<file path="src/hdl/ocs_params.svh">
`ifndef OCS_PARAMS_SVH
`define OCS_PARAMS_SVH

// ==========================================================
// register offsets
`define OCS_SIX_DRIVER_OFS 8'h0f
`define OCS_SIX_UPPER_OFS 8'h10
`define OCS_SIX_LOWER_OFS 8'h11
`define OCS_SEVEN_DRIVER_OFS 8'h12
`define OCS_SEVEN_UPPER_OFS 8'h13
`define OCS_SEVEN_LOWER_OFS 8'h14

// ==========================================================
// writable bits and reset values
`define OCS_DRIVER_MASK 16'h1fdf
`define OCS_UPPER_MASK 16'h0fff
`define OCS_LOWER_MASK 16'hffff
`define OCS_REG_RESET 16'h0000

// ==========================================================
// field positions of the driver configuration word
`define OCS_PRESCALE_MSB 12
`define OCS_PRESCALE_LSB 10
`define OCS_FRAC_EN_BIT 9
`define OCS_SLEW_BIT 8
`define OCS_NEG_EN_BIT 7
`define OCS_POS_EN_BIT 6
`define OCS_DRV_MSB 4
`define OCS_DRV_LSB 3
`define OCS_ENABLE_MSB 2
`define OCS_ENABLE_LSB 1
`define OCS_SUPPLY_BIT 0

// ==========================================================
// field positions of the divider words
`define OCS_INTDIV_MSB 11
`define OCS_INTDIV_LSB 4
`define OCS_FRAC_HI_MSB 3
`define OCS_FRAC_HI_LSB 0

// ==========================================================
// prescale codes and ratios
`define OCS_PRE_DIV2 3'h0
`define OCS_PRE_DIV3 3'h1
`define OCS_PRE_DIV1 3'h7
`define OCS_RATIO_ONE 2'h1
`define OCS_RATIO_TWO 2'h2
`define OCS_RATIO_THREE 2'h3

`endif

</file>
<file path="src/hdl/ocs_pkg.sv">
package ocs_pkg;
  // output driver family
  typedef enum logic [1:0] {OCS_DRV_DIFF, OCS_DRV_CMOS, OCS_DRV_HCSL} ocs_drv_e;
  // output enable mode
  typedef enum logic [1:0] {OCS_OUT_OFF, OCS_OUT_RUN, OCS_OUT_LOW, OCS_OUT_HIGH} ocs_mode_e;
endpackage : ocs_pkg

</file>
<file path="src/hdl/ocs_chan_decode.sv">
`timescale 1ns/1ps
`include "ocs_params.svh"
module ocs_chan_decode (
  input wire logic clk,
  input wire logic reset,
  input wire logic [15:0] driver_word,
  input wire logic [15:0] upper_word,
  input wire logic [15:0] lower_word,
  output logic [1:0] prescale_ratio,
  output logic prescale_bad,
  output logic frac_en,
  output logic [8:0] int_ratio,
  output logic [19:0] frac_word,
  output ocs_pkg::ocs_mode_e out_mode,
  output logic clk_run,
  output logic static_level,
  output ocs_pkg::ocs_drv_e driver,
  output logic slew_slow,
  output logic pos_en,
  output logic neg_en,
  output logic neg_without_pos,
  output logic supply_high
);
  logic [1:0] nxt_prescale_ratio;
  logic nxt_prescale_bad;
  logic [8:0] nxt_int_ratio;
  ocs_pkg::ocs_mode_e nxt_out_mode;
  ocs_pkg::ocs_drv_e nxt_driver;
  logic [2:0] code;

  // ==========================================================
  // field decode
  always_comb begin
    code = driver_word[`OCS_PRESCALE_MSB:`OCS_PRESCALE_LSB];
    nxt_prescale_bad = 1'b0;
    unique case (code)
      `OCS_PRE_DIV2: nxt_prescale_ratio = `OCS_RATIO_TWO;
      `OCS_PRE_DIV3: nxt_prescale_ratio = `OCS_RATIO_THREE;
      `OCS_PRE_DIV1: nxt_prescale_ratio = `OCS_RATIO_ONE;
      default: begin
        // reserved codes fall back to pass-through rather than an odd ratio
        nxt_prescale_ratio = `OCS_RATIO_ONE;
        nxt_prescale_bad = 1'b1;
      end
    endcase
    // disabled fraction path means the prescaler is bypassed
    if (!driver_word[`OCS_FRAC_EN_BIT]) begin
      nxt_prescale_ratio = `OCS_RATIO_ONE;
      nxt_prescale_bad = 1'b0;
    end
    nxt_int_ratio = {1'b0, upper_word[`OCS_INTDIV_MSB:`OCS_INTDIV_LSB]} + 9'h001;
    unique case (driver_word[`OCS_ENABLE_MSB:`OCS_ENABLE_LSB])
      2'h0: nxt_out_mode = ocs_pkg::OCS_OUT_OFF;
      2'h1: nxt_out_mode = ocs_pkg::OCS_OUT_RUN;
      2'h2: nxt_out_mode = ocs_pkg::OCS_OUT_LOW;
      2'h3: nxt_out_mode = ocs_pkg::OCS_OUT_HIGH;
    endcase
    unique case (driver_word[`OCS_DRV_MSB:`OCS_DRV_LSB])
      2'h2: nxt_driver = ocs_pkg::OCS_DRV_CMOS;
      2'h3: nxt_driver = ocs_pkg::OCS_DRV_HCSL;
      default: nxt_driver = ocs_pkg::OCS_DRV_DIFF;
    endcase
  end

  // ==========================================================
  // registered decode outputs
  always_ff @(posedge clk) begin
    if (reset) begin
      prescale_ratio <= `OCS_RATIO_ONE;
      prescale_bad <= 1'b0;
      frac_en <= 1'b0;
      int_ratio <= 9'h001;
      frac_word <= 20'h00000;
      out_mode <= ocs_pkg::OCS_OUT_OFF;
      clk_run <= 1'b0;
      static_level <= 1'b0;
      driver <= ocs_pkg::OCS_DRV_DIFF;
      slew_slow <= 1'b0;
      pos_en <= 1'b0;
      neg_en <= 1'b0;
      neg_without_pos <= 1'b0;
      supply_high <= 1'b0;
    end else begin
      prescale_ratio <= nxt_prescale_ratio;
      prescale_bad <= nxt_prescale_bad;
      frac_en <= driver_word[`OCS_FRAC_EN_BIT];
      int_ratio <= nxt_int_ratio;
      frac_word <= {upper_word[`OCS_FRAC_HI_MSB:`OCS_FRAC_HI_LSB], lower_word};
      out_mode <= nxt_out_mode;
      clk_run <= (nxt_out_mode == ocs_pkg::OCS_OUT_RUN);
      static_level <= (nxt_out_mode == ocs_pkg::OCS_OUT_HIGH);
      driver <= nxt_driver;
      slew_slow <= driver_word[`OCS_SLEW_BIT];
      pos_en <= driver_word[`OCS_POS_EN_BIT];
      // misuse is only reported; the level is still passed on as written
      neg_en <= driver_word[`OCS_NEG_EN_BIT];
      neg_without_pos <= driver_word[`OCS_NEG_EN_BIT] & ~driver_word[`OCS_POS_EN_BIT];
      supply_high <= driver_word[`OCS_SUPPLY_BIT];
    end
  end
endmodule : ocs_chan_decode

</file>
<file path="src/hdl/ocs_top.sv">
`timescale 1ns/1ps
`include "ocs_params.svh"
module ocs_top #(
  parameter int NCH = 2
) (
  input wire logic CLK,
  input wire logic RESET,
  input wire logic [7:0] REG_ADDR,
  input wire logic [15:0] REG_WDATA,
  input wire logic REG_WR,
  input wire logic REG_RD,
  output logic [15:0] REG_RDATA,
  output logic REG_RVALID,
  output logic [NCH-1:0][1:0] CH_PRESCALE_RATIO,
  output logic [NCH-1:0] CH_PRESCALE_BAD,
  output logic [NCH-1:0] CH_FRAC_EN,
  output logic [NCH-1:0][8:0] CH_INT_RATIO,
  output logic [NCH-1:0][19:0] CH_FRAC_WORD,
  output ocs_pkg::ocs_mode_e CH_OUT_MODE [NCH],
  output logic [NCH-1:0] CH_CLK_RUN,
  output logic [NCH-1:0] CH_STATIC_LEVEL,
  output ocs_pkg::ocs_drv_e CH_DRIVER [NCH],
  output logic [NCH-1:0] CH_SLEW_SLOW,
  output logic [NCH-1:0] CH_POS_EN,
  output logic [NCH-1:0] CH_NEG_EN,
  output logic [NCH-1:0] CH_NEG_WITHOUT_POS,
  output logic [NCH-1:0] CH_SUPPLY_HIGH
);
  localparam int NREG = 3 * NCH;

  // ==========================================================
  // register map: driver, upper divider, lower fraction per channel
  logic [7:0] reg_ofs [NREG];
  logic [15:0] reg_mask [NREG];
  logic [15:0] reg_ff [NREG];
  logic [15:0] nxt_reg [NREG];
  logic [15:0] rdata_ff;
  logic [15:0] nxt_rdata;
  logic rvalid_ff;
  logic nxt_rvalid;

  // channel seven's words sit right after its own driver word
  always_comb begin
    reg_ofs[0] = `OCS_SIX_DRIVER_OFS;
    reg_ofs[1] = `OCS_SIX_UPPER_OFS;
    reg_ofs[2] = `OCS_SIX_LOWER_OFS;
    reg_ofs[3] = `OCS_SEVEN_DRIVER_OFS;
    reg_ofs[4] = `OCS_SEVEN_UPPER_OFS;
    reg_ofs[5] = `OCS_SEVEN_LOWER_OFS;
    for (int i = 0; i < NREG; i++) begin
      unique case (i % 3)
        0: reg_mask[i] = `OCS_DRIVER_MASK;
        1: reg_mask[i] = `OCS_UPPER_MASK;
        default: reg_mask[i] = `OCS_LOWER_MASK;
      endcase
    end
  end

  // ==========================================================
  // write and read decode
  always_comb begin
    nxt_rdata = 16'h0000;
    nxt_rvalid = REG_RD;
    for (int i = 0; i < NREG; i++) begin
      nxt_reg[i] = reg_ff[i];
      // reserved bits are dropped on write so they always read zero
      if (REG_WR && REG_ADDR == reg_ofs[i]) begin
        nxt_reg[i] = REG_WDATA & reg_mask[i];
      end
      if (REG_RD && REG_ADDR == reg_ofs[i]) begin
        nxt_rdata = reg_ff[i];
      end
    end
  end

  // register storage and read answer
  always_ff @(posedge CLK) begin
    if (RESET) begin
      for (int i = 0; i < NREG; i++) begin
        reg_ff[i] <= `OCS_REG_RESET;
      end
      rdata_ff <= 16'h0000;
      rvalid_ff <= 1'b0;
    end else begin
      for (int i = 0; i < NREG; i++) begin
        reg_ff[i] <= nxt_reg[i];
      end
      rdata_ff <= nxt_rdata;
      rvalid_ff <= nxt_rvalid;
    end
  end

  assign REG_RDATA = rdata_ff;
  assign REG_RVALID = rvalid_ff;

  // ==========================================================
  // per-channel decode and checks
  genvar ch;
  generate
    for (ch = 0; ch < NCH; ch++) begin : g_ch
      localparam logic [7:0] DRV_OFS = (ch == 0) ? `OCS_SIX_DRIVER_OFS : `OCS_SEVEN_DRIVER_OFS;
      localparam logic [7:0] UPR_OFS = (ch == 0) ? `OCS_SIX_UPPER_OFS : `OCS_SEVEN_UPPER_OFS;
      localparam logic [7:0] LWR_OFS = (ch == 0) ? `OCS_SIX_LOWER_OFS : `OCS_SEVEN_LOWER_OFS;

      // one decode per channel, identical layout for both
      ocs_chan_decode u_dec (
        .clk(CLK),
        .reset(RESET),
        .driver_word(reg_ff[3*ch]),
        .upper_word(reg_ff[3*ch+1]),
        .lower_word(reg_ff[3*ch+2]),
        .prescale_ratio(CH_PRESCALE_RATIO[ch]),
        .prescale_bad(CH_PRESCALE_BAD[ch]),
        .frac_en(CH_FRAC_EN[ch]),
        .int_ratio(CH_INT_RATIO[ch]),
        .frac_word(CH_FRAC_WORD[ch]),
        .out_mode(CH_OUT_MODE[ch]),
        .clk_run(CH_CLK_RUN[ch]),
        .static_level(CH_STATIC_LEVEL[ch]),
        .driver(CH_DRIVER[ch]),
        .slew_slow(CH_SLEW_SLOW[ch]),
        .pos_en(CH_POS_EN[ch]),
        .neg_en(CH_NEG_EN[ch]),
        .neg_without_pos(CH_NEG_WITHOUT_POS[ch]),
        .supply_high(CH_SUPPLY_HIGH[ch])
      );

    end
  endgenerate
endmodule : ocs_top

</file>
<file path="config.mk">
export PLATFORM = sky130hd
export DESIGN_NAME = ocs_top
export DESIGN_NICKNAME = d
export VERILOG_FILES = /design/src/hdl/ocs_pkg.sv /design/src/hdl/ocs_chan_decode.sv /design/src/hdl/ocs_top.sv
export VERILOG_INCLUDE_DIRS = /design/src /design/src/hdl
export SDC_FILE = /design/constraint.sdc
export NUM_CORES = 1
export LEC_CHECK = 0
export BUFFER_PORTS_ARGS = -buffer_cell sky130_fd_sc_hd__clkbuf_2
export CAP_MARGIN = 20
export CORE_MARGIN = 2
export CORE_UTILIZATION = 57
export CTS_BUF_LIST = sky130_fd_sc_hd__clkbuf_2 sky130_fd_sc_hd__clkbuf_4 sky130_fd_sc_hd__clkbuf_8
export DETAILED_ROUTE_END_ITERATION = 10
export GPL_ROUTABILITY_DRIVEN = 0
export PLACE_DENSITY_LB_ADDON = 0.08
export SYNTH_ARGS = -nofsm -noshare
export SYNTH_HDL_FRONTEND = slang
export SYNTH_SLANG_ARGS = --single-unit
</file>
<file path="constraint.sdc">
create_clock -name CLK -period 2 [get_ports CLK]
set_input_delay 0.2 -clock CLK [delete_from_list [all_inputs] [get_ports CLK]]
set_output_delay 0.2 -clock CLK [all_outputs]
set_load 0.01 [all_outputs]
</file>
==> results.cfg, run 1 <==
[sta]
rsz0062_at_grt = false
worstMarginPinSlew_ns = 0.5276
setup_viol = 0
fin_tns_setup_ns = 0
report.final.slew_viol_count = 0
timing.fmax_mhz = 668.0
finalCriticalPeriod_ns = 1.497
fin_crit_sh = 0.7485
fin_skew_ns = 0.007917
hold_viol_final = 0
relSlewSlack = 0.6473

[route]
dr.pass1.iters = 5
drtIter0Drc = 281
routed_wl_um = 15410
postRouteAntennaNets = 0
wl_per_cell_um = 15.82
drc = 0
via_per_inst = 5.367
vias = 5227

[logic_synthesis]
syn_area_um2 = 6746
synth-async-reset-ratio = 0
ys_seq_area_frac = 0.5490
synth_edf_count = 0
yosys_warnings = 0
syn-num-nets = 739
synth-main-ff-cell = dfxtp_1
netlist_instances = 709
syn_avg_cell_area_um2 = 9.515
synthDistinctLibCells = 42
ys_seq_elements = 185

[clocking]
htree_levels = 4
cts_buffer_depth = 2
cts_tree = built
post_cts_resized = 0
path_clk_slew_ns = 0.08
root_buffer = clkbuf_8
clkLatencyLatePin_ns = 0.47
cts_buffers = 17
cts.sinks = 185

[global_route]
grt_pass1_vias = 4909
grt_antenna_before_repair = 0
grt_pass1_wl_um = 24220
gr-total-overflow = 0
grt_util_all_layers = 0.2453
grt_max_degree = 54

[hold_path]
hold_class = in2reg
whs_path_depth = 3

[power_and_ir_drop]
cellLeakagePower_uw = 0.003557
internal_power_uw = 5040
net-switching-power_uw = 1376
power.density_nw_per_um2 = 813.1
swShare = 0.2144
p_comb_frac = 0.037
irDropWorstVdd_mv = 0.5036
clkPwrFrac = 0.389
p_seq_frac = 0.575

[cells_and_area]
post-route-util = 0.6881
syn2layout_area_growth_pct = 16.95
antenna_cells = 0
fin_nets = 848
layout-drive-gt1-share = 0.2250

[worst_setup_path]
max_stage_delay_ns = 0.59
cp.arrival_ns = 1.84
critPathKind = in2reg
path_cells = clkbuf_2 -> or4b_4 -> or4_1 -> buf_4 -> mux2i_1 -> nor2_1
path_max_fanout = 16
slowest_stage = or4b_4
worstSetupStartpointType = primary input
crit_required_ns = 2.34
worstSetupEndpointType = register
rr_worst_depth = 4

[place]
io_buffers = 132
place_hpwl_um = 11570

[floorplanning]
ios = 133
initial_core_util = 0.5883
die_area_um2 = 12720
core_um2 = 11470
fp.dieH_um = 112.8
rows = 39
die_w_um = 112.8

[status]
status = finished, final reports clean

[run]
drv_cap = 0
## worst max-delay path: cells and delay by family
family | cells | cell delay, ns
and+or+nand+nor | 3 | 1.14
buffers and inverters | 2 | 0.32
muxes | 1 | 0.17
## power by group through the flow
stage | logic (uW) | registers (uW) | clock network, uW
3_3_place_gp | 221 | 3770 | 0
4_1_cts | 234 | 3690 | 2530
6_report | 237 | 3690 | 2490
5_1_grt | 256 | 3690 | 2660
3_5_place_dp | 224 | 3770 | 0
2_1_floorplan | 128 | 3770 | 0
## path summary, 6_finish.rpt
kind / from / endpoint / slack [ns]
worst min register to register: reg_ff[2][9] / g_ch[0].u_dec.frac_word[9] / 0.47
worst max-delay path: REG_ADDR[5] / reg_ff[4][7] / 0.50
worst min-delay path: REG_WDATA[4] / reg_ff[0][4] / 0.02
worst max register to register: reg_ff[4][6] / REG_RDATA[6] / 0.68
## cells by family (layout without fill, tap and decap cells)
| logic type | count (synthesis) | in the layout | share of synthesized area |
|---|---|---|---|
| buffers and inverters | 80 | 202 | 0.05935 |
| adders and majority gates | 2 | 2 | 0.003709 |
| and+or+nand+nor | 282 | 282 | 0.2142 |
| DFF | 185 | 185 | 0.5490 |
| AOI/OAI and AO/OA | 107 | 107 | 0.09737 |
| xor gates and xnor gates | 12 | 12 | 0.01558 |
| muxes | 41 | 41 | 0.06083 |
## routing by layer
metal  GRT usage  vias up  routed length [um]  share of wire
li1            -     2564                   -              -
met1      0.2970     2443                6288           0.41
met2      0.4168      187                7713           0.50
met3     0.05999       33                 917          0.060
met4      0.1057        0                 490          0.032
met5           0        -                   0              0
## sequential cells by signal (all words and copies together) (netlist names), 4 cells and up
name and count:
g_ch.u_dec.prescale_ratio 4, g_ch.u_dec.out_mode 4, g_ch.u_dec.frac_word 40, reg_ff 80, g_ch.u_dec.driver 4, REG_RDATA 16, g_ch.u_dec.int_ratio 18
## metrics by stage
stage	worst slack (ns)	std cells	instance area [um2]	total power, uW	hold WS (ns)
6_report	0.5030	974	7890	6415	0.02189
2_1_floorplan	0.1782	709	6746	3902	0.2871
3_3_place_gp	0.08589	936	7426	3994	0.4534
5_1_grt	0.4488	974	7890	6604	0.01204
4_1_cts	0.5291	974	7890	6448	0.004258
3_5_place_dp	0.04611	936	7426	3997	0.4533
## Yosys cell counts, types with 2 or more instances
cell      count  share of area
dfxtp_1     185           0.55
nor3_1       17          0.013
o221ai_1     11          0.014
nand2_1      37          0.021
nor2b_1      47          0.044
clkbuf_1     36          0.020
and2_1        4         0.0037
o21ai_1       2         0.0015
nand2b_1     25          0.023
buf_1         3         0.0017
nand3_1       9         0.0067
and3b_1       3         0.0039
buf_2         5         0.0037
a21o_1       13          0.014
a31oi_1       3         0.0028
inv_1        13         0.0072
ha_1          2         0.0037
xnor2_1       4         0.0052
a211oi_1     12          0.013
o21ai_0      49          0.036
a21oi_1      13         0.0096
nor3b_1       3         0.0033
a32oi_1       3         0.0039
buf_4        21          0.023
xor2_1        8          0.010
buf_6         2         0.0033
nor2_1      102          0.057
mux2i_1      41          0.061
or4_1         3         0.0033
and3_1       15          0.014
nand3b_1      7         0.0078
## cells in the final DEF (no fill, tap or decap), types with 4 or more instances in the layout
master and n:
dfxtp_1 185, clkbuf_2 131, nor2_1 102, o21ai_0 49
nor2b_1 47, mux2i_1 41, nand2_1 37, nand2b_1 25
clkbuf_8 21, nor3_1 17, buf_4 17, and3_1 15
inv_1 13, a21o_1 13, a21oi_1 13, a211oi_1 12
o221ai_1 11, nand3_1 9, xor2_1 8, nand3b_1 7
dlygate4sd3_1 6, clkinv_2 5, and2_1 4, xnor2_1 4
## layout make-up
class,count,area (um2)
Inverter,13,48.80
Tap cell,143,178.9
Multi-Input combinational cell,444,2651
Clock buffer,24,311.5
Clock inverter,8,92.59
Sequential cell,185,3704
Timing Repair Buffer,157,903.4
Fill cell,911,3577
## timing repair
action | in CTS | in global routing
hold endpoints to repair | 7 | 0
hold buffers | 6 | 0
buffers inserted | 0 | 0
(Power assumes the default switching activity.)
==> inputs of run 2 (changes only) <==
clock period = 1.4 ns   (was 2 ns; I/O delays follow)
==> run 2 against run 1 <==
The run now ends with negative setup slack left. Die area is the same. Global-route usage rose by 1.4 points. Combinational power grew 77%. Sequential cell count unchanged. Sequential share of layout area shrank 1.9 points. Via count up 4.3%. Critical path depth did not move. Count of clock-buffer cells in the layout is 1 higher. Critical path type unchanged. Sequential power rose by 43%.
==> results.cfg, run 2 (synthesis results as in run 1) <==
[cells_and_area]
mostFrequentLayoutCell = dfxtp_1
regArea_um2 = 3704
max_flop_register = reg_ff
antenna_cells = 0
syn2layout_area_growth_pct = 21.96
fillers = 856
fin_nets = 879
largestRegisters = reg_ff (80), g_ch.u_dec.frac_word (40), g_ch.u_dec.int_ratio (18)
layout-drive-gt1-share = 0.2424
multi_input_area_um2 = 2671
layout_common_cells = dfxtp_1, clkbuf_2, nor2_1
largest_reg_flops = 80

[clocking]
cts_tree = built
cts_buffers = 17
cts.sinks = 185
clkLatencyLatePin_ns = 0.46
htree_levels = 4
cts_buffer_depth = 2
path_clk_slew_ns = 0.08
root_buffer = clkbuf_8

[worst_setup_path]
critPathKind = in2reg
crit_required_ns = 1.73
startpoint = REG_ADDR[6]
cp.arrival_ns = 1.76
r2r_slack_ns = 0.17
path_max_fanout = 16
worstSetupStartpointType = primary input
worstSetupEndpointType = register
r2r_start = reg_ff[1][11]

[global_route]
grt_util_all_layers = 0.2593
grt_antenna_before_repair = 0
grt_pass1_vias = 5315
grt_max_degree = 57
grt_pass1_wl_um = 25940
gr-total-overflow = 0

[route]
wl_per_cell_um = 16.33
drc = 0
dr.pass1.iters = 5
drtIter0Drc = 302
vias = 5453
routed_wl_um = 16340
postRouteAntennaNets = 0
via_per_inst = 5.448

[place]
io_buffers = 132
pre_cts_ws_ns = -0.5107
place_hpwl_um = 11840

[sta]
finalCriticalPeriod_ns = 1.425
timing.fmax_mhz = 702.0
setup_viol = 6
worst_slack_ns = -0.02460
report.final.slew_viol_count = 0
fin_crit_sh = 1.018
rsz0062_at_grt = true
relSlewSlack = 0.7173
hold_viol_final = 0
worstMarginPinSlew_ns = 0.4240
timing.hold.ws_ns = 0.01997
fin_skew_ns = 0.01019

[floorplanning]
die_area_um2 = 12720
ios = 133
fp.dieH_um = 112.8
initial_core_util = 0.5883
core_um2 = 11470
rows = 39
die_w_um = 112.8

[power_and_ir_drop]
irDropWorstVdd_mv = 0.9004
cellLeakagePower_uw = 0.003717
power.density_nw_per_um2 = 1089

[status]
status = finished with violations
violations = negative setup slack

[run]
drv_cap = 0

[hold_path]
hold_class = in2reg
hold_path.startpoint = REG_WDATA[7]
## run 2: cell count changes in the layout (fill, tap and decap cells not counted), moves of 2 or more
cell | previous run | this run
buf_4 | 17 | 31
buf_12 | 3 | 10
o21ai_1 | 2 | 23
clkbuf_4 | 3 | 5
clkinv_2 | 5 | 1
dlygate4sd3_1 | 6 | 15
o21ai_0 | 49 | 28
## run 2: layer usage
metal  global-route usage  vias up  routed length, um
met5                    0        -                  0
met4               0.1049        0                391
met3              0.05410       33                931
met2               0.4491      184               8095
met1               0.3158     2599               6926
li1                     -     2637                  -
## run 2: layout make-up
class / count / area share
multi-input cells: 444 / 0.3247
clock inverters: 3 / 0.005170
well taps: 143 / 0.02175
repair buffers: 188 / 0.1543
clock buffers: 25 / 0.03802
flip-flops and latches: 185 / 0.4501
inverters: 13 / 0.005931
## run 2: report_power, final
| part | total [uW] | internal [uW] | switching, uW | leakage (uW) |
|---|---|---|---|---|
| Combinational | 420 | 176 | 244 | 0.00204 |
| Sequential | 5270 | 5260 | 3.22 | 0.00149 |
| Clock | 3280 | 1610 | 1670 | 0.000185 |
| Total | 8960 | 7040 | 1920 | 0.00372 |
## run 2: repair_timing
action,4_1_cts,5_1_grt
hold buffers,15,0
cloned,0,1
setup buffers,0,1
resized for setup,2,9
hold endpoints to repair,23,0
pin swaps,0,3
setup endpoints to repair,8,10
## run 2: per-stage QoR
stage | cells | util | area [um2] | setup TNS, ns | total power, uW
CTS | 999 | 0.7109 | 8152 | -0.0006560 | 8985
global route | 1001 | 0.7175 | 8228 | -0.2841 | 9217
finish | 1001 | 0.7175 | 8228 | -0.09742 | 8964
global placement | 956 | 0.6661 | 7639 | -30.00 | 5752
detailed placement | 956 | 0.6661 | 7639 | -31.05 | 5759
floorplan | 709 | - | 6823 | -19.35 | 5578
## run 2: path summary, 6_finish.rpt
path / end / cells after the start
worst min register to register: g_ch[0].u_dec.frac_word[3] / 2
worst max-delay path: reg_ff[1][10] / 6
worst max register to register: REG_RDATA[11] / 4
worst min-delay path: reg_ff[1][7] / 3
## run 2: critical path, cell delays in order
cell and delay (ns):
buf_6 0.09, or4b_4 0.59, or4b_4 0.53, buf_12 0.17
mux2i_1 0.16, nor2_1 0.06
